`src/pkg/swr_regs.svh`:
```
`ifndef SWR_REGS_SVH
`define SWR_REGS_SVH
// =====================================================
// Time base
`define SWR_CLK_HZ          125000000
`define SWR_TICK_US         1
`define SWR_TICK_CYC        ((`SWR_CLK_HZ / 1000000) * `SWR_TICK_US)
// =====================================================
// Timing in microsecond ticks
`define SWR_WD_SHORT_MS     200
`define SWR_WD_LONG_MS      1600
`define SWR_WD_SHORT_TICKS  (`SWR_WD_SHORT_MS * 1000)
`define SWR_WD_LONG_TICKS   (`SWR_WD_LONG_MS * 1000)
`define SWR_RST_PULSE_MS    200
`define SWR_RST_PULSE_TICKS (`SWR_RST_PULSE_MS * 1000)
`define SWR_DEB_US          20000
`define SWR_DEB_TICKS       (`SWR_DEB_US / `SWR_TICK_US)
`define SWR_CNT_W           21
`define SWR_TICK_W          7
`endif

```
`src/pkg/swr_pkg.sv`:
```
package swr_pkg;
   typedef enum logic [1:0] {
      SWR_ST_IDLE  = 2'b00,
      SWR_ST_HOLD  = 2'b01,
      SWR_ST_PULSE = 2'b10
   } swr_state_t;
endpackage

```
`src/hdl/swr_supervisor.sv`:
```
`include "swr_regs.svh"
module swr_supervisor #(
   parameter int unsigned WD_SHORT_TICKS = `SWR_WD_SHORT_TICKS,
   parameter int unsigned WD_LONG_TICKS  = `SWR_WD_LONG_TICKS,
   parameter int unsigned PULSE_TICKS    = `SWR_RST_PULSE_TICKS,
   parameter int unsigned DEB_TICKS      = `SWR_DEB_TICKS
) (
   input  wire logic clk,
   input  wire logic sys_rst,
   input  wire logic manual_reset_n_input,
   input  wire logic watchdog_kick_input,
   input  wire logic wd_disable,
   input  wire logic wd_long_sel,
   output logic      reset_out_n,
   output logic      reset_out_oe_n,
   output logic      wd_expired
);
   // =====================================================
   // Microsecond tick; one clock, slow rates as enables
   logic [`SWR_TICK_W-1:0] div_r;
   logic                   tick_r;
   wire                    div_end = div_r == `SWR_TICK_W'(`SWR_TICK_CYC - 1);

   always_ff @(posedge clk) begin
      if (sys_rst) begin
         div_r  <= '0;
         tick_r <= 1'b0;
      end else begin
         div_r  <= div_end ? '0 : div_r + `SWR_TICK_W'(1);
         tick_r <= div_end;
      end
   end

   // =====================================================
   // Manual reset filtering
   logic mr_level;
   swr_debounce #(
      .DEB_TICKS (DEB_TICKS)
   ) u_mr_deb (
      .clk       (clk),
      .sys_rst   (sys_rst),
      .tick      (tick_r),
      .pin_in    (manual_reset_n_input),
      .level_out (mr_level)
   );

   // =====================================================
   // Kick and control synchronisers
   logic wdi_s1_r, wdi_s2_r, wdi_s3_r;
   logic dis_s1_r, dis_s2_r, lsel_s1_r, lsel_s2_r;

   always_ff @(posedge clk) begin
      wdi_s1_r  <= watchdog_kick_input;
      wdi_s2_r  <= wdi_s1_r;
      wdi_s3_r  <= wdi_s2_r;
      dis_s1_r  <= wd_disable;
      dis_s2_r  <= dis_s1_r;
      lsel_s1_r <= wd_long_sel;
      lsel_s2_r <= lsel_s1_r;
   end

   wire kick_edge = wdi_s2_r ^ wdi_s3_r;

   // =====================================================
   // Watchdog counter
   swr_pkg::swr_state_t   state_r, state_nxt;
   logic [`SWR_CNT_W-1:0] wd_cnt_r, wd_cnt_nxt;
   logic [`SWR_CNT_W-1:0] pulse_cnt_r, pulse_cnt_nxt;

   wire [`SWR_CNT_W-1:0] wd_limit = lsel_s2_r ? `SWR_CNT_W'(WD_LONG_TICKS)
                                              : `SWR_CNT_W'(WD_SHORT_TICKS);
   wire in_reset   = state_r != swr_pkg::SWR_ST_IDLE;
   wire wd_clear   = kick_edge || in_reset || dis_s2_r;
   wire wd_fire    = !wd_clear && tick_r && (wd_cnt_r >= wd_limit - `SWR_CNT_W'(1));
   wire pulse_done = tick_r && (pulse_cnt_r >= `SWR_CNT_W'(PULSE_TICKS - 1));

   assign wd_cnt_nxt = wd_clear ? '0 : (tick_r ? wd_cnt_r + `SWR_CNT_W'(1) : wd_cnt_r);

   // =====================================================
   // Reset sequencer
   always_comb begin
      state_nxt     = state_r;
      pulse_cnt_nxt = pulse_cnt_r;
      case (state_r)
         swr_pkg::SWR_ST_IDLE: begin
            pulse_cnt_nxt = '0;
            if (!mr_level) begin
               state_nxt = swr_pkg::SWR_ST_HOLD;
            end else if (wd_fire) begin
               state_nxt = swr_pkg::SWR_ST_PULSE;
            end
         end
         swr_pkg::SWR_ST_HOLD: begin
            pulse_cnt_nxt = '0;
            if (mr_level) begin
               state_nxt = swr_pkg::SWR_ST_PULSE;
            end
         end
         swr_pkg::SWR_ST_PULSE: begin
            // Manual reset during the pulse returns to hold, and the full pulse restarts on release
            if (!mr_level) begin
               state_nxt = swr_pkg::SWR_ST_HOLD;
            end else if (pulse_done) begin
               state_nxt = swr_pkg::SWR_ST_IDLE;
            end else if (tick_r) begin
               pulse_cnt_nxt = pulse_cnt_r + `SWR_CNT_W'(1);
            end
         end
         default: begin
            state_nxt     = swr_pkg::SWR_ST_PULSE;
            pulse_cnt_nxt = '0;
         end
      endcase
   end

   always_ff @(posedge clk) begin
      if (sys_rst) begin
         state_r     <= swr_pkg::SWR_ST_PULSE;
         wd_cnt_r    <= '0;
         pulse_cnt_r <= '0;
      end else begin
         state_r     <= state_nxt;
         wd_cnt_r    <= wd_cnt_nxt;
         pulse_cnt_r <= pulse_cnt_nxt;
      end
   end

   // =====================================================
   // Outputs; open drain, enable low while pulling low
   always_ff @(posedge clk) begin
      if (sys_rst) begin
         reset_out_n    <= 1'b0;
         reset_out_oe_n <= 1'b0;
         wd_expired     <= 1'b0;
      end else begin
         reset_out_n    <= state_nxt == swr_pkg::SWR_ST_IDLE;
         reset_out_oe_n <= state_nxt == swr_pkg::SWR_ST_IDLE;
         wd_expired     <= state_r == swr_pkg::SWR_ST_IDLE && state_nxt == swr_pkg::SWR_ST_PULSE;
      end
   end

   // =====================================================
   // Checks
   a_mr_holds_reset: assert property (@(posedge clk) disable iff (sys_rst)
      (state_r == swr_pkg::SWR_ST_HOLD) |=> !reset_out_n)
      else $error("Reset released while manual reset held");

   a_wd_fire_reset: assert property (@(posedge clk) disable iff (sys_rst)
      (wd_fire && mr_level) |=> (!reset_out_n && wd_expired))
      else $error("Watchdog expiry did not assert reset");

   a_edge_clears: assert property (@(posedge clk) disable iff (sys_rst)
      kick_edge |=> wd_cnt_r == '0)
      else $error("Kick edge did not clear watchdog count");

   a_reset_clears: assert property (@(posedge clk) disable iff (sys_rst)
      in_reset |=> wd_cnt_r == '0)
      else $error("Watchdog count ran during reset");

   a_disable_blocks: assert property (@(posedge clk) disable iff (sys_rst)
      (dis_s2_r && $past(dis_s2_r)) |-> !wd_expired)
      else $error("Disabled watchdog fired");

   a_limit_select: assert property (@(posedge clk) disable iff (sys_rst)
      wd_fire |-> (lsel_s2_r ? wd_cnt_r == `SWR_CNT_W'(WD_LONG_TICKS - 1)
                             : wd_cnt_r >= `SWR_CNT_W'(WD_SHORT_TICKS - 1)))
      else $error("Watchdog fired at wrong count");

   a_pulse_min: assert property (@(posedge clk) disable iff (sys_rst)
      $fell(reset_out_n) |=> !reset_out_n [*8])
      else $error("Reset pulse too short");

   a_release_full: assert property (@(posedge clk) disable iff (sys_rst)
      $rose(reset_out_n) |-> $past(pulse_cnt_r) == `SWR_CNT_W'(PULSE_TICKS - 1))
      else $error("Reset released before full pulse time");

   a_debounced_only: assert property (@(posedge clk) disable iff (sys_rst)
      $changed(mr_level) |-> $past(tick_r))
      else $error("Filtered manual reset moved off a tick");

   a_oe_follows: assert property (@(posedge clk) disable iff (sys_rst)
      reset_out_oe_n == reset_out_n)
      else $error("Pin enable does not follow reset level");

   a_mr_asserts: assert property (@(posedge clk) disable iff (sys_rst)
      !mr_level |=> !reset_out_n)
      else $error("Manual reset did not assert reset");

   a_idle_released: assert property (@(posedge clk) disable iff (sys_rst)
      (state_r == swr_pkg::SWR_ST_IDLE && mr_level && !wd_fire) |=> reset_out_n)
      else $error("Reset asserted without a trigger");

   a_expired_single: assert property (@(posedge clk) disable iff (sys_rst)
      wd_expired |=> !wd_expired)
      else $error("Expiry flag longer than one cycle");

   a_count_runs: assert property (@(posedge clk) disable iff (sys_rst)
      (tick_r && !wd_clear) |=> wd_cnt_r == $past(wd_cnt_r) + `SWR_CNT_W'(1))
      else $error("Watchdog count did not advance");

   a_disabled_zero: assert property (@(posedge clk) disable iff (sys_rst)
      dis_s2_r |=> wd_cnt_r == '0)
      else $error("Disabled watchdog kept counting");

   a_tick_spacing: assert property (@(posedge clk) disable iff (sys_rst)
      tick_r |=> !tick_r [*8])
      else $error("Time base ticks too close");

   // =====================================================
   // Check helper; saturates so a long manual hold cannot wrap
   logic [`SWR_CNT_W-1:0] low_ticks_r;
   wire                   low_ticks_full = &low_ticks_r;

   always_ff @(posedge clk) begin
      if (sys_rst || reset_out_n) begin
         low_ticks_r <= '0;
      end else if (tick_r && !low_ticks_full) begin
         low_ticks_r <= low_ticks_r + `SWR_CNT_W'(1);
      end
   end

   a_pulse_ticks: assert property (@(posedge clk) disable iff (sys_rst)
      $rose(reset_out_n) |-> low_ticks_r >= `SWR_CNT_W'(PULSE_TICKS))
      else $error("Reset low for fewer ticks than the pulse time");
endmodule

```
`src/hdl/swr_debounce.sv`:
```
`include "swr_regs.svh"
// =====================================================
// Pin synchroniser and stability filter
module swr_debounce #(
   parameter int unsigned DEB_TICKS = `SWR_DEB_TICKS
) (
   input  wire logic clk,
   input  wire logic sys_rst,
   input  wire logic tick,
   input  wire logic pin_in,
   output logic      level_out
);
   logic                  sync1_r;
   logic                  sync2_r;
   logic [`SWR_CNT_W-1:0] stab_r;
   wire                   differs = sync2_r != level_out;
   wire                   settled = stab_r >= `SWR_CNT_W'(DEB_TICKS);

   always_ff @(posedge clk) begin
      sync1_r <= pin_in;
      sync2_r <= sync1_r;
   end

   // Bounce restarts the stability count, so glitches never reach the output
   always_ff @(posedge clk) begin
      if (sys_rst) begin
         stab_r    <= '0;
         level_out <= 1'b1;
      end else if (!differs) begin
         stab_r <= '0;
      end else if (tick) begin
         if (settled) begin
            level_out <= sync2_r;
            stab_r    <= '0;
         end else begin
            stab_r <= stab_r + `SWR_CNT_W'(1);
         end
      end
   end

   a_deb_settled: assert property (@(posedge clk) disable iff (sys_rst)
      $changed(level_out) |-> ($past(tick && settled) && $past(sync2_r, 2) == level_out))
      else $error("Filtered level moved before it settled");
endmodule

```
`config.mk`:
```
export PLATFORM = sky130hd
export DESIGN_NAME = swr_supervisor
export DESIGN_NICKNAME = d
export VERILOG_FILES = /design/src/pkg/swr_pkg.sv /design/src/hdl/swr_supervisor.sv /design/src/hdl/swr_debounce.sv
export VERILOG_INCLUDE_DIRS = /design/src /design/src/pkg
export SDC_FILE = /design/constraint.sdc
export NUM_CORES = 1
export LEC_CHECK = 0
export ABC_AREA = 1
export BUFFER_PORTS_ARGS = -buffer_cell sky130_fd_sc_hd__buf_2
export CORE_UTILIZATION = 41
export CTS_CLUSTER_SIZE = 12
export DETAILED_ROUTE_END_ITERATION = 10
export HOLD_SLACK_MARGIN = 0.06
export SETUP_SLACK_MARGIN = 0.3
export SLEW_MARGIN = 20
export SYNTH_ARGS = -nofsm -noshare
export SYNTH_HDL_FRONTEND = slang
export SYNTH_SLANG_ARGS = --single-unit
```
`constraint.sdc`:
```
create_clock -name clk -period 3.15 [get_ports clk]
set_clock_uncertainty 0.05 [all_clocks]
set_input_delay 0.315 -clock clk [delete_from_list [all_inputs] [get_ports clk]]
set_output_delay 0.315 -clock clk [all_outputs]
set_load 0.005 [all_outputs]
```
# Word level (Yosys, flattened, before mapping)
# Index checks and enable logic that the tools add are counted.
[word_totals]
register_bits = 85
latch_bits = 0
ramBits = 0
mem_bits_ro = 0
memories = 0
[op_classes]
addsub = 5
n_mul = 0
n_div = 0
n_lt_le_gt_ge = 3
eq_ne = 5
n_shift = 0
n_mux = 8
bitwise = 4
reduce_logical = 16
[ops]
columns = ["operator", "count"]
rows = [
  ["$add A21 B1 Y21 const B", 3],
  ["$mux W21", 2],
  ["$ge A21 B15 Y1 const B", 1],
  ["$ge A21 B18 Y1 const B", 1],
  ["$ge A21 B21 Y1", 1],
  ["$sub A21 B1 Y21 const B", 1],
  ["$mux W2", 5],
  ["$reduce_or A2 Y1", 4],
  ["$add A7 B1 Y7 const B", 1],
  ["$eq A7 B7 Y1 const B", 1],
  ["$pmux W2 S3", 1],
  ["$reduce_and A3 Y1", 2],
  ["$eq A2 B2 Y1 const B", 2],
  ["$logic_and A1 B1 Y1", 4],
  ["$logic_not A2 Y1", 2],
  ["$not A1 Y1", 3],
  ["$eq A2 B1 Y1 const B", 1],
  ["$logic_or A1 B1 Y1", 2],
  ["$reduce_bool A2 Y1", 1],
  ["$logic_not A1 Y1", 1],
  ["$ne A1 B1 Y1", 1],
  ["$xor A1 B1 Y1", 1],
]

# Depth between registers and ports, before layout
# Gate-level depths: netlist of the first run.
[depth]
word_depth = 11
mapped_depth = 13
ltp_nobuf = 13

# Cells and area by module
# From an unflattened synthesis of the first run, not the netlist that was laid out.
[unflattened]
hier_cells = 594
hier_area_um2 = 4231.6
[by_module_without_submodules]
columns = ["module", "n_inst", "cells_each", "area_each_um2", "seq_area_each_um2"]
rows = [
  ["swr_supervisor", 1, 452, 3163.0, 1221.2],
  ["swr_debounce", 1, 142, 1068.5, 480.5],
]

# Worst setup path before layout of the first run
# Ideal clock, no wire load.
[synth_timing]
path_kind = "register to register"
startpoint = "reg lsel_s2_r"
endpoint = "reg state_r[1]"
setup_ns = 0.116
arrival_ns = 1.561
t_required_ns = 2.984
slack_ns = 1.423
path_stages_with_launch = 11
path_buffers = 0
path_cell_list = "dfxtp_1 > inv_1 > ha_1 > a21oi_1 > o21ai_0 > a21oi_1 > nand3_1 > o21ai_0 > nand2_1 > nand2_1 > nand2_1"
[synth_via]
elab_chain_len = 7
[synth_lines]
columns = ["item", "line_no", "rtl"]
rows = [
  ["start: declaration", "swr_supervisor.sv:50", "logic dis_s1_r, dis_s2_r, lsel_s1_r, lsel_s2_r;"],
  ["start signal: assignment", "swr_supervisor.sv:59", "lsel_s2_r <= lsel_s1_r;"],
  ["$mux W21", "swr_supervisor.sv:70", "wire [`SWR_CNT_W-1:0] wd_limit = lsel_s2_r ? `SWR_CNT_W'(WD_LONG_TICKS)"],
  ["$sub A21 B1 Y21", "swr_supervisor.sv:74", "wire wd_fire = !wd_clear && tick_r && (wd_cnt_r >= wd_limit - `SWR_CNT_W'(1));"],
  ["$ge A21 B21 Y1", "swr_supervisor.sv:74", ""],
  ["$logic_and A1 B1 Y1", "swr_supervisor.sv:74", ""],
  ["$mux W2", "swr_supervisor.sv:89", "end else if (wd_fire) begin"],
  ["$mux W2", "swr_supervisor.sv:87", "if (!mr_level) begin"],
  ["$pmux W2 S3", "swr_supervisor.sv:84", "case (state_r)"],
  ["end signal: assignment", "swr_supervisor.sv:118", "state_r <= swr_pkg::SWR_ST_PULSE;"],
  ["end signal: assignment", "swr_supervisor.sv:122", "state_r <= state_nxt;"],
  ["end: declaration", "swr_supervisor.sv:66", "swr_pkg::swr_state_t state_r, state_nxt;"],
]
# No other way between the ends.
# A chain may end at the register's enable or synchronous reset.

# Worst setup path in the final report of the first run
# Ends and elaborated chain as after synthesis.

==> flow_summary.toml, run 1 <==
[run_status]
run_status = "finished clean"

[place]
globalplace.congestion = 0.836
dp.cells = 742
hpwl_mm = 6.13
portBuffers = 8

[cells_and_area]
drive_above_1_share_pct = 10.7
instances_no_fill = 762
num-nets-final = 642
multi_input_area_um2 = 2260
fillers = 1064
diodes = 0
layout.area.seq_um2 = 1700
syn_to_final_growth_pct = 9.37

[worst_setup_path]
crit_required_ps = 3360
worstPathArrival_ps = 2180
rrSetupSlack_ps = 1180
startpoint_type = "flip-flop"
critPathCaptureType = "flip-flop"
worstPathMaxFanout = 6
critPathKind = "reg -> reg"

[global_routing]
grt_overflow = 0
antenna_found_initial = 0
grt_pass1_vias = 3357
grt_pass1_wl_mm = 14.7
grt_max_degree = 22
grtUsageTotal_pct = 16.5

[clock_tree]
clkSinkCount = 85
cts_root_buf = "clkbuf_8"
cts_tree = "yes"
post_cts_buffers = 0
cts-buffers-inserted = 9
postCtsResizedCells = 0
cts_hold_buf = 4
clock_path_buffers = 2
htreeDepth = 3
clk_pin_slew_worst_paths_ps = 90
worstSkewPairLatency_ps = 360

[synth]
synth.area.top_cells = "dfxtp_1 (39%), nand2_1 (11%), nor2_1 (8.1%), inv_1 (6.7%), a21oi_1 (4.4%)"
synth_seq_cells = 85
synth_top_cell_area_share_pct = 39.1
synth_cells = 606
synth-seq-area-share_pct = 39.1
ys_warn_count = 0
synth.net_count = 627
avgSynthCellArea_um2 = 7.19
post-synth-top-area-cell = "dfxtp_1"
yosys_most_used_dff = "dfxtp_1"
async_flop_share_pct = 0
synth_edf_count = 0
yosysUniqueCellTypes = 36
netlist_area_um2 = 4350

[job]
maxCapViolations = 0

[timing]
rsz0062_at_grt = "no"
hold_viol_final = 0
fin_crit_ps = 1970
tightest_slew_ps = 455
slew-limit-headroom_pct = 69.6
fmax_mhz = 508
final-setup-viol-count = 0
tns_ps = 0
slew_violations = 0
hold_ws_ps = 150
min_period_over_period_pct = 62.4

[die]
die_h_um = 105
ios = 9
start_util_pct = 42.2
die_area_um2 = 11000
core_um2 = 10300
die_width_um = 105
fp-row-count = 37

[pwr]
p_per_area_nw_per_um2 = 425
p_switching_mw = 0.466
comb_power_share_pct = 2.2
pwr-share-clk_pct = 44.0
seq_power_share_pct = 53.7
peakVddDrop_mv = 0.241
p_sw_share_pct = 23.0
power.total_mw = 2.02
power.internal_mw = 1.56
power.leakage_nw = 1.78

[detailed_routing]
drtPass1Iterations = 4
wl_per_cell_um = 11.0
wl_mm = 8.34
avgViaCountPerCell = 4.73
drtIter0Drc = 139
vias = 3602
ant_nets = 0
drcViolationCount = 0

[min_path]
worstHoldPathType = "in -> reg"
==> power groups by stage <==
stage,Sequential (mW),Clock [mW],Combinational (mW)
2_1_floorplan,1.11,0,0.0296
3_3_place_gp,1.11,0,0.0411
3_5_place_dp,1.11,0,0.0425
4_1_cts,1.09,0.919,0.0466
5_1_grt,1.09,0.961,0.0529
6_report,1.09,0.891,0.0455
==> area by class of cell <==
cell class,count,area share (%)
timing repair buffer,14,2.00
tap,136,3.57
clock buffer,9,2.60
multi-input combinational,429,47.4
sequential,85,35.7
clock inverter,7,2.21
inverter,82,6.46
==> metal layers <==
metal / track usage, % / wire length, um / vias up
met1: 22.3 / 4300 / 1597
met5: 0 / 0 / -
met4: 8.05 / 153 / 0
met3: 2.81 / 241 / 12
li1: - / - / 1950
met2: 25.4 / 3650 / 43
==> path summary, 6_finish.rpt <==
check / startpoint / cells after the start / to
hold reg to reg: wdi_s1_r$_DFF_P_ / 0 / wdi_s2_r$_DFF_P_
setup / recovery: lsel_s2_r$_DFF_P_ / 10 / state_r[1]$_SDFF_PP1_
setup reg to reg: lsel_s2_r$_DFF_P_ / 10 / state_r[1]$_SDFF_PP1_
hold / removal: sys_rst / 2 / reset_out_oe_n$_SDFF_PP0_
==> critical path: stages (launching register included) <==
cell and delay [ps]:
dfxtp_1 400, inv_1 150, ha_1 370, a21oi_1 150, o21ai_0 90, a21oi_1 130, nand3_1 100, o21ai_0 220
nand2_1 80, nand2_1 60, nand2_1 40
==> cells in the mapped netlist (all sizes together) (12+ instances only) <==
cell type	number
nand2	147
nor2	100
dfxtp	85
inv	81
a21oi	48
nand3	26
nor3	20
o21ai	18
nand4	17
ha	15
xor2	13
xnor2	12
==> kinds of logic (layout without fill, tap and decap cells) <==
group                      count (synthesis)  in the layout  share of synthesized area [%]
xor gates and xnor gates                  25             25                           5.03
buffers and inverters                     92            112                           9.05
AOI/OAI and AO/OA                         70             70                           9.14
DFF                                       85             85                           39.1
adders and majority gates                 15             15                           4.31
and+or+nand+nor                          319            319                           33.4
==> registers in the layout, indices dropped and copies added, names as in the netlist <==
signal              cells
pulse_cnt_r            21
state_r                 2
dis_s1_r                1
u_mr_deb.sync2_r        1
wdi_s3_r                1
tick_r                  1
wdi_s1_r                1
wd_cnt_r               21
u_mr_deb.stab_r        21
dis_s2_r                1
u_mr_deb.sync1_r        1
lsel_s1_r               1
reset_out_oe_n          1
wd_expired              1
div_r                   7
u_mr_deb.level_out      1
wdi_s2_r                1
lsel_s2_r               1
==> stage by stage <==
stage | setup WS, ps | cell area [um^2] | utilization, %
finish | 1180 | 4760 | 46.1
global route | 902 | 4760 | 46.1
CTS | 1160 | 4760 | 46.1
detailed placement | 1180 | 4490 | 43.5
global placement | 1250 | 4490 | 43.5
floorplan | 1420 | 4350 | -
==> layout by cell type (no fill, tap or decap), types with 3 or more instances in the layout <==
cell type and n:
dfxtp_1 85, buf_2 8, xor2_1 13, nand3_1 23
ha_1 15, nand3_2 3, nor3_1 19, nand4_1 17
clkbuf_8 9, inv_2 3, inv_1 78, xnor2_1 12
nor2_4 3, dlygate4sd3_1 4, nand3b_1 3, a21oi_1 38
o21ai_0 18, nor3b_1 3, nand2_1 132, nor2_1 94
a21oi_2 10, nand2_2 14
No activity file was read; power rests on OpenSTA's default activity.
==> run 2: changes to the inputs <==
clock period = 2 ns   (was 3.15 ns; I/O delays follow)
==> run 2 against run 1 <==
Core utilization grew 4.8 points. Setup slack got worse by 940 ps. Non-clock buffer count is 23 higher. Cell count increased by 3.1%. Sequential share of layout area fell by 2.5 points. Clock-buffer cell count rose by 2. Largest cell class unchanged.
==> flow_summary.toml, run 2 (synthesis gave the netlist of run 1 again) <==
[die]
die_h_um = 105
die_width_um = 105
ios = 9
core_um2 = 10300
die_area_um2 = 11000
start_util_pct = 42.2
fp-row-count = 37

[pwr]
pwr-share-clk_pct = 40.2
p_sw_share_pct = 24.6
p_per_area_nw_per_um2 = 571
peakVddDrop_mv = 0.333
seq_power_share_pct = 56.8
power.leakage_nw = 1.96
p_switching_mw = 0.739
comb_power_share_pct = 3.0
power.internal_mw = 2.27

[timing]
tns_ps = 0
fmax_mhz = 569
min_period_over_period_pct = 87.9
hold_ws_ps = 287
fin_crit_ps = 1760
hold_viol_final = 0
rsz0062_at_grt = "yes"
slew-limit-headroom_pct = 77.6
final-setup-viol-count = 0
slew_violations = 0
tightest_slew_ps = 333

[detailed_routing]
vias = 3792
wl_mm = 9.20
wl_per_cell_um = 11.7
drtPass1Iterations = 4
drcViolationCount = 0
ant_nets = 0
avgViaCountPerCell = 4.82
drtIter0Drc = 162

[worst_setup_path]
crit_required_ps = 2270
r2r_cells = 10
rrSetupSlack_ps = 240
critPathCaptureType = "flip-flop"
worstPathMaxFanout = 6
startpoint_type = "flip-flop"
worstPathArrival_ps = 2030
critPathKind = "reg -> reg"

[cells_and_area]
drive_above_1_share_pct = 23.2
mostFrequentLayoutCell = "nand2_1"
num-nets-final = 666
final_cell_mix = "nand2_1 (129), nor2_1 (88), inv_1 (75), dfxtp_1 (61), a21oi_1 (31)"
diodes = 0
syn_to_final_growth_pct = 20.8
reg_top3 = "pulse_cnt_r (21), u_mr_deb.stab_r (21), wd_cnt_r (21)"

[global_routing]
grt_pass1_wl_mm = 14.7
antenna_found_initial = 0
grt_max_degree = 22
grtUsageTotal_pct = 16.6
grt_overflow = 0
grt_pass1_vias = 3338

[place]
globalplace.congestion = 0.835
hpwl_mm = 6.09
portBuffers = 8

[clock_tree]
clkSinkCount = 85
cts-buffers-inserted = 9
cts_root_buf = "clkbuf_8"
clock_path_buffers = 2
worstSkewPairLatency_ps = 370
clk_pin_slew_worst_paths_ps = 100
cts_tree = "yes"
htreeDepth = 3

[run_status]
run_status = "finished clean"

[min_path]
min_path_cells = 0
worstHoldPathType = "reg -> reg"

[job]
maxCapViolations = 0
run 2: cell types whose count changed in the layout (fill, tap and decap cells not counted), sizes merged:
cell / previous run / this run
buf: 10 / 31
bufinv: 2 / 0
clkbuf: 9 / 12
clkinv: 2 / 1
clkinvlp: 1 / 3
dlygate4sd3: 4 / 5
inv: 84 / 83
nand3b: 4 / 5
run 2: what timing repair did:
action                                  4_1_cts  5_1_grt
hold endpoints to repair                      7        0
gates cloned                                  0        2
resized for setup                            11       73
hold buffers                                  5        0
pin swaps                                     3       16
endpoints found under the setup margin       26       43
setup buffers                                 5        9
run 2: layout make-up:
| type | instances | area [um^2] |
|---|---|---|
| timing repair buffer | 37 | 313 |
| clock inverter | 5 | 41.3 |
| sequential | 85 | 1750 |
| clock buffer | 11 | 151 |
| multi-input combinational | 430 | 2520 |
| inverter | 82 | 319 |
| fill | 981 | 5060 |
| tap | 136 | 170 |
run 2: final timing paths:
path / start / end
hold reg to reg: dis_s1_r$_DFF_P_ / dis_s2_r$_DFF_P_
setup reg to reg: lsel_s2_r$_DFF_P_ / wd_expired$_SDFF_PP0_
hold / removal: dis_s1_r$_DFF_P_ / dis_s2_r$_DFF_P_
setup / recovery: lsel_s2_r$_DFF_P_ / wd_expired$_SDFF_PP0_
run 2: critical path: stages (launching register included):
cell and delay [ps]:
dfxtp_4 420, inv_8 70, ha_4 270, nand2_1 50, nor3_2 160, nand2_1 110
nor3_4 220, nor2_1 70, nor2_1 80, nand4_1 120, inv_1 70
run 2: power by group through the flow:
stage          clock network, mW  registers [mW]  logic (mW)
6_report                    1.21            1.71      0.0892
5_1_grt                     1.32            1.71       0.100
4_1_cts                     1.25            1.71      0.0776
3_5_place_dp                   0            1.75      0.0681
3_3_place_gp                   0            1.75      0.0665
2_1_floorplan                  0            1.75      0.0466
run 2: through the flow:
stage / power (mW) / cells / utilization, % / setup WS (ps) / instance area (um^2)
6_report: 3.01 / 786 / 51.0 / 241 / 5260
5_1_grt: 3.13 / 786 / 51.0 / 130 / 5260
4_1_cts: 3.04 / 775 / 47.3 / 252 / 4880
3_5_place_dp: 1.82 / 749 / 44.0 / 121 / 4550
3_3_place_gp: 1.82 / 749 / 44.0 / 190 / 4550
2_1_floorplan: 1.80 / 606 / - / 320 / 4350
run 2: metal layers:
metal | GRT usage (%) | share of wire (%)
met1 | 22.1 | 48
met5 | 0 | 0
met2 | 25.8 | 47
met4 | 7.55 | 1.4
met3 | 3.62 | 4.4
